[config.mk]
export PLATFORM = sky130hd
export DESIGN_NAME = cuts_capture_unit
export DESIGN_NICKNAME = d
export VERILOG_FILES = /design/src/rtl/cuts_pkg.sv /design/src/rtl/cuts_capture_unit.sv
export VERILOG_INCLUDE_DIRS = /design/src /design/src/rtl
export SDC_FILE = /design/constraint.sdc
export NUM_CORES = 1
export LEC_CHECK = 0
export BUFFER_PORTS_ARGS = -buffer_cell sky130_fd_sc_hd__buf_2
export CAP_MARGIN = 10
export CORE_UTILIZATION = 38
export CTS_CLUSTER_SIZE = 25
export DETAILED_ROUTE_END_ITERATION = 8
export PLACE_DENSITY = 0.69
export RECOVER_POWER = 100
export SLEW_MARGIN = 0
export SYNTH_ARGS = -nofsm -noshare
export SYNTH_HDL_FRONTEND = slang
export SYNTH_SLANG_ARGS = --single-unit
[constraint.sdc]
create_clock -name clk_sys -period 6.3 [get_ports clk_sys]
set_input_delay 0.63 -clock clk_sys [delete_from_list [all_inputs] [get_ports clk_sys]]
set_output_delay 0.63 -clock clk_sys [all_outputs]
set_load 0.05 [all_outputs]
[src/rtl/cuts_consts.svh]
// Constants for the capture unit and timer select block.
// Assumes inclusion by the design file; rtl/cuts_pkg.sv does not include it.
`ifndef CUTS_CONSTS_SVH
`define CUTS_CONSTS_SVH
// Register offsets on the plain register port.
`define CUTS_A_SEL_A     4'h0
`define CUTS_A_SEL_B     4'h1
`define CUTS_A_ODC       4'h2
`define CUTS_A_FLAG      4'h3
`define CUTS_A_ENB       4'h4
`define CUTS_A_CFG       4'h5
`define CUTS_A_CTL0      4'h6
`define CUTS_A_CAPL0     4'h7
// Writable bit masks of the select registers.
`define CUTS_SEL_A_MASK  8'hD7
`define CUTS_SEL_B_MASK  8'h17
`define CUTS_SEL_B_SMALL 8'h03
`define CUTS_ODC_MASK    8'hFC
`define CUTS_ODC_LSB     2
`define CUTS_ROUTE_BIT   1
// Mode codes.
`define CUTS_M_OFF       4'h0
`define CUTS_M_FALL      4'h4
`define CUTS_M_RISE      4'h5
`define CUTS_M_RISE4     4'h6
`define CUTS_M_RISE16    4'h7
`define CUTS_CFG_RESET   8'h02
`define CUTS_FLAG_BIT0   1
`define CUTS_PRE4_LAST   4'h3
`define CUTS_PRE16_LAST  4'hF
`endif

[src/rtl/cuts_pkg.sv]
// Types shared by the capture unit and timer select block.
// Assumes the constants header is on the include path.
package cuts_pkg;
    typedef struct packed {
        logic [15:0] ccTimer;
        logic [1:0]  pwTimerIdx;
    } cuts_base_t;
    typedef struct packed {
        logic       wr;
        logic       rd;
        logic [3:0] addr;
        logic [7:0] wdata;
    } cuts_bus_t;
endpackage

[src/rtl/cuts_capture_unit.sv]
// Capture channels four to ten with the shared timer select logic.
// Assumes timers and pins synchronous to clk_sys; compare and PWM are
// handled elsewhere, this block only supplies their time-base choices.
`timescale 1ns/100ps
`default_nettype none
`include "cuts_consts.svh"
// Function
// - Capture/compare uses only timers one/three/five/seven.
// - Pulse width uses only timers two/four/six/eight.
// - All channels run together, sharing timers.
// - Register a: channels 4-7, b: 8-10.
// - Channel four and five time-base codes.
// - Channel six and seven time-base codes.
// - Full variant channel eight code table.
// - Reduced variant channel eight: timer one.
// - Channels nine, ten codes; absent when reduced.
// - Open-drain bits seven to two drive pins.
// - Route bit selects port E or H.
// - Capture copies full 16-bit timer value.
// - Falling, rising, 4th or 16th rising edge.
// - Capture sets flag; only software clears.
// - New capture overwrites old, no overflow.
// - Port write on channel four output pin captures.
// - Prescaler cleared when off or not capture.
// - Prescaler change keeps count, may capture.
// - Codes 0100-0111 select the capture kinds.
// - Code 0000 disables channel, clears its prescaler.
module cuts_capture_unit
    import cuts_pkg::*;
#(
    parameter int NCH = 7,
    parameter bit SMALL_MEM = 1'b0
) (
    // Clock and reset.
    input  wire logic              clk_sys,
    input  wire logic              rstn,
    // Register port.
    input  wire logic [3:0]        regAddr,
    input  wire logic [7:0]        regWdata,
    input  wire logic              regWr,
    input  wire logic              regRd,
    output logic [7:0]             regRdata,
    // Extended channel register port: control, capture low, high.
    input  wire logic [4:0]        chAddr,
    input  wire logic              chWr,
    input  wire logic              chRd,
    output logic [7:0]             chRdata,
    // Timers one to eight, index 0 is timer one.
    input  wire logic [7:0][15:0]  timerCount,
    // Pins: port E and port H copies for channels six to nine.
    input  wire logic [NCH-1:0]    pinEIn,
    input  wire logic [3:0]        pinHIn,
    input  wire logic [NCH-1:0]    pinDirIn,
    input  wire logic [NCH-1:0]    portWrite,
    input  wire logic [NCH-1:0]    pinOutVal,
    output logic [NCH-1:0]         pinEOut,
    output logic [NCH-1:0]         pinEOe,
    output logic [3:0]             pinHOut,
    output logic [3:0]             pinHOe,
    // Time bases for the compare and PWM parts.
    output cuts_base_t [NCH-1:0]   chanBase,
    output logic [NCH-1:0]         captureFlag
);
    // ==========================================================
    // Registers
    // Shared port: select, open-drain,
    // enable and route registers. Channel
    // port: per-channel control and capture
    // bytes, addressed by channel index.
    // Missing select bits are masked on write
    // so they read back as zero.
    logic [7:0]         timerSelA;
    logic [7:0]         timerSelB;
    logic [7:0]         openDrainCtl;
    logic [7:0]         irqEnable;
    logic [7:0]         cfgWordHigh;
    logic [NCH-1:0]     flagReg;
    logic [NCH-1:0][3:0]  modeField;
    logic [NCH-1:0][15:0] capValue;
    logic [7:0]         next_regRdata;
    logic [7:0]         next_chRdata;

    // Channels nine and ten are absent on the
    // reduced variant: their bits stay zero.
    wire logic [7:0] selBMask = SMALL_MEM ? `CUTS_SEL_B_SMALL
                                          : `CUTS_SEL_B_MASK;
    // One keeps channels six to nine on port E.
    wire logic pinRouteSelect = cfgWordHigh[`CUTS_ROUTE_BIT];
    wire logic [1:0] chSub = chAddr[1:0];
    wire logic [2:0] chIdx = chAddr[4:2];
    wire logic chValid = (chIdx < 3'(NCH)) && (chSub != 2'b11);

    // ==========================================================
    // Register write path
    // Writes land at the strobe's edge.
    // The reserved select code is stored as
    // written and decoded as code zero, since
    // timers one and two exist everywhere.
    // Shared register writes: select, open-drain, enable and route.
    always_ff @(posedge clk_sys or negedge rstn) begin
        if (!rstn) begin
            timerSelA    <= 8'h00;
            timerSelB    <= 8'h00;
            openDrainCtl <= 8'h00;
            irqEnable    <= 8'h00;
            cfgWordHigh  <= `CUTS_CFG_RESET;
        end else if (regWr) begin
            unique case (regAddr)
                `CUTS_A_SEL_A: timerSelA <= regWdata & `CUTS_SEL_A_MASK;
                `CUTS_A_SEL_B: timerSelB <= regWdata & selBMask;
                `CUTS_A_ODC:   openDrainCtl <= regWdata & `CUTS_ODC_MASK;
                `CUTS_A_ENB:   irqEnable <= regWdata;
                `CUTS_A_CFG:   cfgWordHigh <= regWdata;
                default: ;
            endcase
        end
    end

    // ==========================================================
    // Register read path
    // Data follow one cycle after the strobe.
    // Unmapped offsets and channel slots read
    // as zero rather than a neighbour's value.
    always_comb begin
        next_regRdata = 8'h00;
        unique case (regAddr)
            `CUTS_A_SEL_A: next_regRdata = timerSelA;
            `CUTS_A_SEL_B: next_regRdata = timerSelB;
            `CUTS_A_ODC:   next_regRdata = openDrainCtl;
            `CUTS_A_FLAG:  next_regRdata = 8'({flagReg, 1'b0});
            `CUTS_A_ENB:   next_regRdata = irqEnable;
            `CUTS_A_CFG:   next_regRdata = cfgWordHigh;
            default:       next_regRdata = 8'h00;
        endcase
        next_chRdata = 8'h00;
        if (chValid) begin
            unique case (chSub)
                2'b00:   next_chRdata = {4'h0, modeField[chIdx]};
                2'b01:   next_chRdata = capValue[chIdx][7:0];
                default: next_chRdata = capValue[chIdx][15:8];
            endcase
        end
    end

    // Zero between reads keeps the bus quiet.
    // A stray read is then easy to spot.
    always_ff @(posedge clk_sys or negedge rstn) begin
        if (!rstn) begin
            regRdata <= 8'h00;
            chRdata  <= 8'h00;
        end else begin
            regRdata <= regRd ? next_regRdata : 8'h00;
            chRdata  <= chRd ? next_chRdata : 8'h00;
        end
    end

    // ==========================================================
    // Time-base selection, per channel
    // Entries are two octal digits. The first
    // is the capture timer index, always even,
    // so an odd-numbered timer. The upper two
    // bits of the second pick an even-numbered
    // PWM timer; its low bit is unused.
    // Only odd timers feed capture, only even feed PWM.
    function automatic logic [5:0] baseCode(input int ch,
                                           input logic [7:0] sa,
                                           input logic [7:0] sb);
        // Returns capture timer index in [5:3], PWM index in [2:1].
        logic [5:0] r;
        r = 6'o01;
        unique case (ch)
            0: r = (sa[1:0] == 2'b01) ? 6'o23 :
                   (sa[1:0] == 2'b10) ? 6'o25 : 6'o01;
            1: r = sa[2] ? 6'o43 : 6'o01;
            2: r = sa[4] ? 6'o41 : 6'o01;
            3: r = (sa[7:6] == 2'b01) ? 6'o43 :
                   (sa[7:6] == 2'b10) ? 6'o45 :
                   (sa[7:6] == 2'b11) ? 6'o47 : 6'o01;
            // Channel eight differs on the small variant.
            4: r = (sb[1:0] == 2'b01) ? (SMALL_MEM ? 6'o03 : 6'o63) :
                   (sb[1:0] == 2'b10) ? (SMALL_MEM ? 6'o05 : 6'o65) :
                   6'o01;
            5: r = sb[2] ? 6'o63 : 6'o01;
            6: r = sb[4] ? 6'o61 : 6'o01;
            default: r = 6'o01;
        endcase
        return r;
    endfunction

    // ==========================================================
    // Capture channels
    // Channels only read the timer buses, so
    // they share timers without arbitration,
    // at the cost of one mux per channel.
    // Every channel has its own logic; timers are only read.
    genvar g;
    generate
        for (g = 0; g < NCH; g++) begin : gChan
            logic [5:0]  code;
            logic [15:0] ccTime;
            logic        pinRaw;
            logic        syncA;
            logic        syncB;
            logic        syncPrev;
            logic [3:0]  preCount;
            logic        isCapture;
            logic        present;
            logic        rise;
            logic        fall;
            logic        trig;
            logic        preHit;
            logic        ctlWr;
            logic        flagClr;

            assign code   = baseCode(g, timerSelA, timerSelB);
            assign ccTime = timerCount[code[5:3]];
            assign chanBase[g] = '{ccTimer: ccTime,
                                   pwTimerIdx: code[2:1]};
            // Channels nine and ten do not exist when reduced.
            assign present = !(SMALL_MEM && g >= 5);
            // The unselected port is ignored.
            // Its edges never reach the sync.
            // Route channels six to nine to port E or H.
            if (g >= 2 && g <= 5) begin : gRoute
                assign pinRaw = pinRouteSelect ? pinEIn[g]
                                               : pinHIn[g-2];
            end else begin : gFixed
                assign pinRaw = pinEIn[g];
            end
            assign isCapture = present &&
                               (modeField[g][3:2] == 2'b01);
            assign rise = syncB & ~syncPrev;
            assign fall = ~syncB & syncPrev;
            // Only rising edges count. The edge
            // that finds the counter at its last
            // value captures; the 4:1 setting
            // reads the low two bits and wraps.
            // Event kind from the mode field.
            assign preHit =
                (modeField[g] == `CUTS_M_RISE4)
                    ? (preCount[1:0] == `CUTS_PRE4_LAST) :
                (modeField[g] == `CUTS_M_RISE16)
                    ? (preCount == `CUTS_PRE16_LAST) : 1'b1;
            // A port write skips the prescaler:
            // it is a software trigger.
            // A port write on channel four's output pin captures.
            assign trig = isCapture && (
                (modeField[g] == `CUTS_M_FALL) ? fall :
                rise && preHit) ||
                (isCapture && g == 0 && !pinDirIn[g] && portWrite[g]);
            assign ctlWr = chWr && chIdx == 3'(g) && chSub == 2'b00;
            assign flagClr = regWr && regAddr == `CUTS_A_FLAG &&
                             !regWdata[g + `CUTS_FLAG_BIT0];

            // Only the second stage feeds the
            // detector. All stages reset low,
            // like the idle pin, so no false edge
            // follows reset; capture lags 3 clocks.
            // Two-stage synchroniser, then edge detection.
            always_ff @(posedge clk_sys or negedge rstn) begin
                if (!rstn) begin
                    syncA    <= 1'b0;
                    syncB    <= 1'b0;
                    syncPrev <= 1'b0;
                end else begin
                    syncA    <= pinRaw;
                    syncB    <= syncA;
                    syncPrev <= syncB;
                end
            end

            // A direct move between prescaler
            // settings keeps the count, so the
            // first capture may come early. Off
            // first clears it within one clock.
            // Cleared only outside capture modes.
            always_ff @(posedge clk_sys or negedge rstn) begin
                if (!rstn) begin
                    preCount <= 4'h0;
                end else if (!isCapture) begin
                    preCount <= 4'h0;
                end else if (rise) begin
                    preCount <= preCount + 4'h1;
                end
            end

            // Writes to an absent channel are
            // dropped, so it stays off.
            // Code zero stops the channel and clears its prescaler; capture and flag are kept.
            always_ff @(posedge clk_sys or negedge rstn) begin
                if (!rstn) begin
                    modeField[g] <= `CUTS_M_OFF;
                end else if (ctlWr && present) begin
                    modeField[g] <= regWdata[3:0];
                end
            end

            // A capture beats a byte write in the
            // same cycle; a lost timer value is
            // worse than a lost preset.
            // Full 16-bit copy, older value overwritten.
            always_ff @(posedge clk_sys or negedge rstn) begin
                if (!rstn) begin
                    capValue[g] <= 16'h0000;
                end else if (trig) begin
                    capValue[g] <= ccTime;
                end else if (chWr && chIdx == 3'(g) && present &&
                             chSub != 2'b00 && chSub != 2'b11) begin
                    if (chSub == 2'b01)
                        capValue[g][7:0] <= regWdata;
                    else
                        capValue[g][15:8] <= regWdata;
                end
            end

            // Only a written zero clears a flag.
            // Writing ones leaves others alone.
            // Set wins over a software clear.
            always_ff @(posedge clk_sys or negedge rstn) begin
                if (!rstn) begin
                    flagReg[g] <= 1'b0;
                end else if (trig) begin
                    flagReg[g] <= 1'b1;
                end else if (flagClr) begin
                    flagReg[g] <= 1'b0;
                end
            end

            // Open drain releases instead of
            // driving high; a pull-up outside
            // makes the level.
            // Open-drain drives only low when the bit is set.
            logic outMode;
            logic odSel;
            logic drvOe;
            assign outMode = present && !isCapture &&
                             modeField[g] != `CUTS_M_OFF &&
                             !pinDirIn[g];
            // Channel ten has no open-drain bit.
            if (g + `CUTS_ODC_LSB < $bits(openDrainCtl)) begin : gOd
                assign odSel = openDrainCtl[g + `CUTS_ODC_LSB];
            end else begin : gNoOd
                assign odSel = 1'b0;
            end
            assign drvOe = outMode && (!odSel || !pinOutVal[g]);
            if (g >= 2 && g <= 5) begin : gOutR
                assign pinEOut[g]   = pinOutVal[g];
                assign pinEOe[g]    = drvOe && pinRouteSelect;
                assign pinHOut[g-2] = pinOutVal[g];
                assign pinHOe[g-2]  = drvOe && !pinRouteSelect;
            end else begin : gOutF
                assign pinEOut[g] = pinOutVal[g];
                assign pinEOe[g]  = drvOe;
            end
        end
    endgenerate

    // ==========================================================
    // Flag outputs
    // Gating by the enable register is left
    // to the interrupt controller outside.
    assign captureFlag = flagReg;
endmodule
`default_nettype wire

Word level (Yosys, flattened, before mapping)
Cells that the tools add are included. W data, S select, Z words.

Output and inout port bits: 171. Logic and storage cells: 459. Bits in registers: 244. Input bits: 183.

Multiplexer cells: 103. Add/subtract/negate cells: 7. Equal/unequal tests: 76. Bitwise gates (word level): 28. Reduce and logical (&&, ||, !) cells: 173. Order comparisons: 9.

Operators by type and width (count): $bmux W16 S3 (8); $mux W16 (22); $eq A4 B3 Y1 const B (23); $logic_and A1 B1 Y1 (81); $mux W4 (15); $mux W6 (9); $pmux W8 S6 (1); $reduce_bool A2 Y1 (22); $mux W8 (5); $mux W1 (39); $reduce_and A2 Y1 (19); $logic_not A1 Y1 (34); $add A4 B1 Y4 const B (7); $eq A4 B4 Y1 const B (7); $lt A3 B4 Y1 const B (7); $reduce_bool A4 Y1 (7); $eq A2 B1 Y1 const B (11); $eq A2 B2 Y1 const B (11); $ne A2 B2 Y1 const B (8); $pmux W8 S2 (1); $and A1 B1 Y1 (14); $ne A2 B1 Y1 const B (7); $not A1 Y1 (14); $bmux W4 S3 (1); other kinds (12) (23).

Depth between registers and ports, before layout
Word-level depth: 9. Mapped depth: 7. Mapped depth without buffers: 5.

Worst setup path after synthesis
No wires, ideal clock.

Path type: register to output. Start: reg timerSelA[0]. End: out chanBase[10] (netlist name). Buffers on the path: 2. Stages on the path, launching flop included: 6. Data arrival time: 1.766 ns. Setup slack: 3.904 ns. Cell sequence: dfrtp_1 inv_1 ha_1 clkbuf_1 buf_1 mux2_2.

RTL lines: start, declared (RTL line cuts_capture_unit.sv:72) `logic [7:0] timerSelA;`; start signal, assigned (RTL line cuts_capture_unit.sv:109) `` `CUTS_A_SEL_A: timerSelA <= regWdata & `CUTS_SEL_A_MASK; ``; end, declared (RTL line cuts_capture_unit.sv:61) `output cuts_base_t [NCH-1:0] chanBase,`.

Worst setup path after layout
Start: in chAddr[3]. End: reg capValue[15] (netlist name).

Longest elaborated chain between the ends: 6.

RTL lines: start, declared (RTL line cuts_capture_unit.sv:44) `input wire logic [4:0] chAddr,`; $logic_not A3 Y1 (RTL line cuts_capture_unit.sv:307) `end else if (chWr && chIdx == 3'(g) && present &&`; $logic_and A1 B1 Y1 (2 in a row) (RTL line cuts_capture_unit.sv:307); $logic_and A1 B1 Y1 (RTL line cuts_capture_unit.sv:308) `chSub != 2'b00 && chSub != 2'b11) begin`; $reduce_bool A2 Y1 (no source line); $reduce_and A2 Y1 (no source line); end signal, assigned by index (RTL line cuts_capture_unit.sv:306) `capValue[g] <= ccTime;`; end signal, assigned by index (RTL line cuts_capture_unit.sv:310) `capValue[g][7:0] <= regWdata;`; end signal, assigned by index (RTL line cuts_capture_unit.sv:312) `capValue[g][15:8] <= regWdata;`; end, declared (RTL line cuts_capture_unit.sv:79) `logic [NCH-1:0][15:0] capValue;`.

No other way between the ends. A chain may end at the register's enable or synchronous reset.

==> impl_metrics.yaml <==
drt:
  drt_pre_antenna_iters: 6
  drt-total-wl_um: 44300
  vias_per_cell: 5.49
  drc: 0
  routedWlPerCell_um: 23.7
  first_iter_violations: 582
  count_of_antenna_violating_nets_left_after_detailed_routing: 0
  routed-via-count: 10300
worst_setup_path:
  slowest_delay_ns: 1.67
  required_ns: 6.72
  critical_path.endpoint_type: "flip-flop"
  reg2reg_slack_ns: 2.49
  crit_slowest_cell: "clkbuf_1"
  ff2ff_path_depth: 5
  rr_endpoint: "capValue[4]$_DFFE_PN0P_"
  type_of_the_worst_setup_path: "input pin to flip-flop"
  startpoint_type: "input pin"
  worstReg2RegStart: "gChan[0].preCount[0]$_DFFE_PN0P_"
  worstPathCellList: "clkbuf_1, clkbuf_1, and4bb_1, nand2_4, mux2_2, mux2_1"
  crit_top_cell: "clkbuf_1"
  critical_path_peak_fanout: 30
  critPathArrivalTime_ns: 4.95
floorplanning:
  effective_utilization_at_floorplan: 0.387
  die_width_um: 196
  fp.dieH_um: 196
  core_mm2: 0.0368
  ios: 354
  die_area_mm2: 0.0383
  core.rowCount: 70
synth:
  post_synth.cell_area_avg_um2: 12.4
  synth_cell_type_count: 59
  syn_inst: 1146
  synth_area_mm2: 0.0143
  synth.yosys.warnings: 0
  synth_top_flop_cell: "dfrtp_1"
  synth_seq_cells: 244
  async_reset_ff_frac: 1.00
  synth-edff-count: 0
  synth_sequential_area_ratio: 0.428
power_and_ir_drop:
  sw_frac_of_total: 0.381
  netSwitchingPower_mw: 2.52
  pwr-share-seq: 0.359
  internal_mw: 4.10
  design_power_total_mw: 6.63
  clock_power_share: 0.237
  leakage_nw: 7.16
  power_frac_comb: 0.404
  power-per-cell-area_mw_per_mm2: 401
  max_ir_drop_vdd_v: 0.000233
clock_network:
  clockBufferDepth: 3
  h-tree-depth: 1
  cts_inserted_buffers: 28
  cts.hold.buffers_added: 0
  tritoncts_num_sinks: 244
  clk_transition_reported_paths_ns: 0.06
  cts_root_buf: "clkbuf_16"
  tritoncts: "done"
  postCtsResizedCells: 0
  postCtsSetupBuffers: 0
  insertion_delay_to_the_later_sink_of_the_worst_skew_pair_ns: 0.55
flow_run:
  timing.max_cap.violations: 10
finish:
  most_common_cell_after_layout_fill_and_taps_aside: "mux2_2"
  areaGrowthSynthToFinish_pct: 16.0
  leading_cell_types_in_the_layout_fill_and_taps_excluded: "294 x mux2_2, 243 x dfrtp_1, 205 x buf_2"
  filler_cell_count: 3509
  final_layout_size_suffix_gt1_frac: 0.411
  final_nets: 1576
  layout.cell_area.non_filler_mm2: 0.0165
timing:
  clock-skew-final_ns: 0.0145
  finalCriticalPeriod_ns: 4.53
  worstMarginPinSlew_ns: 3.29
  final-setup-viol-count: 0
  timing.final.crit_share: 0.719
  finalMaxSlewViolations: 184
  slew_headroom: -1.20
  rsz0062_at_grt: "no"
  hold_violations: 0
  clock.fmax_ghz: 0.221
  fin_setup_tns_ns: 0
grt:
  grt_start_max_net_pins: 152
  gr_overflow_total: 0
  number_of_global_route_vias_before_repair: 10600
  global_route.usage.total: 0.231
  grt_pass1_wl_um: 66200
  initial_antenna_violation_count: 4
min_path:
  hold_path_class: "input pin to async pin"
outcome:
  outcome: "complete, but fails checks"
  violated_checks: "capacitance limit, slew limit"
placement:
  hpwl_um: 30800
  gp_congestion: 0.839
  placement.io_buffers: 275
  postPlaceCellArea_mm2: 0.0159
-- worst max path at each step --
stage,from,end,slack (ns),cells past startpoint
2_1_floorplan,timerSelA[0]$_DFFE_PN0P_,chanBase[10],3.90,5
3_3_place_gp,chAddr[3],capValue[15]$_DFFE_PN0P_,3.08,6
6_report,chAddr[3],capValue[15]$_DFFE_PN0P_,1.77,6
3_5_place_dp,chAddr[3],capValue[75]$_DFFE_PN0P_,3.05,6
4_1_cts,timerSelB[0]$_DFFE_PN0P_,chanBase[85],3.34,5
5_1_grt,chAddr[3],capValue[15]$_DFFE_PN0P_,1.67,6
-- flip-flops by register name, summed over array words and instances, names as in the netlist --
register        count
modeField          28
chRdata             8
cfgWordHigh         8
openDrainCtl        6
gChan.syncB         7
gChan.syncPrev      7
captureFlag         7
timerSelA           6
capValue          112
gChan.preCount     28
timerSelB           4
irqEnable           8
regRdata            8
gChan.syncA         7
-- power groups by stage --
stage | registers [mW] | clock network (mW) | logic (mW)
final | 2.38 | 1.57 | 2.68
after floorplan | 2.37 | 0 | 2.13
after CTS | 2.38 | 1.61 | 2.79
after global placement | 2.37 | 0 | 2.73
after global routing | 2.44 | 1.67 | 2.86
after detailed placement | 2.40 | 0 | 2.78
-- cell type report --
cell class	count	area, µm²	share of cell area
flip-flops and latches	244	6110	0.369
inverters	23	86.3	0.00522
diodes	2	5.00	0.000303
repair buffers	288	1380	0.0834
clock buffers	45	826	0.0499
clock inverters	4	45.0	0.00272
well taps	468	586	0.0354
multi-input cells	797	7500	0.454
-- synthesized netlist by cell type (3+ instances only) --
cell / number / share of area
a21oi_1: 19 / 0.0067
a22oi_1: 6 / 0.0032
a311oi_1: 4 / 0.0025
a31oi_1: 6 / 0.0026
buf_2: 21 / 0.0074
buf_4: 30 / 0.016
clkbuf_1: 32 / 0.0084
dfrtp_1: 243 / 0.43
ha_1: 11 / 0.0097
inv_1: 23 / 0.0061
mux2_1: 5 / 0.0039
mux2_2: 389 / 0.31
mux2_4: 9 / 0.0095
mux2i_1: 42 / 0.029
mux4_2: 18 / 0.028
nand2_1: 37 / 0.0097
nand2_4: 8 / 0.0063
nand2b_1: 22 / 0.0097
nand3_1: 7 / 0.0025
nand3b_1: 14 / 0.0074
nand4_1: 7 / 0.0031
nor2_1: 56 / 0.015
nor2_2: 5 / 0.0022
nor2b_1: 11 / 0.0048
o211ai_1: 4 / 0.0021
o21ai_0: 25 / 0.0088
o21bai_2: 6 / 0.0047
o221ai_1: 12 / 0.0074
o22a_1: 3 / 0.0018
o22ai_1: 4 / 0.0018
o2bb2ai_1: 4 / 0.0025
or3b_1: 6 / 0.0037
xnor2_1: 7 / 0.0043
xor2_1: 14 / 0.0086
-- kinds of logic (layout without fill, tap and decap cells) --
| logic type | count (synthesis) | after routing | synth area share |
|---|---|---|---|
| flops | 244 | 244 | 0.428 |
| other cells | 1 | 8 | 0.000263 |
| xor+xnor | 21 | 21 | 0.0129 |
| compound gates | 102 | 102 | 0.0509 |
| simple gates | 194 | 194 | 0.0791 |
| fa+ha+maj | 11 | 11 | 0.00966 |
| buf+inv | 110 | 360 | 0.0400 |
| mux | 463 | 463 | 0.379 |
-- through the flow --
stage / utilization / worst slack, ns / hold slack, ns / std cells
finish: 0.450 / 1.77 / 0.0842 / 1871
global route: 0.450 / 1.67 / 0.171 / 1871
CTS: 0.456 / 3.34 / 0.139 / 1869
detailed placement: 0.432 / 3.05 / 0.336 / 1820
global placement: 0.432 / 3.08 / 0.338 / 1820
floorplan: - / 3.90 / 0.331 / 1151
-- per-layer routing --
| layer | vias to the layer above | wire length, µm | track usage |
|---|---|---|---|
| li1 | 4639 | - | - |
| met1 | 5161 | 18800 | 0.295 |
| met2 | 384 | 21500 | 0.395 |
| met3 | 82 | 2210 | 0.0285 |
| met4 | 2 | 1730 | 0.0975 |
| met5 | - | 12 | 0 |
-- critical path, delay by kind of cell --
family	cells	cell delay (ns)
buf+inv	2	3.01
simple gates	2	0.65
mux	2	0.63
No activity file was read; power rests on OpenSTA's default activity.
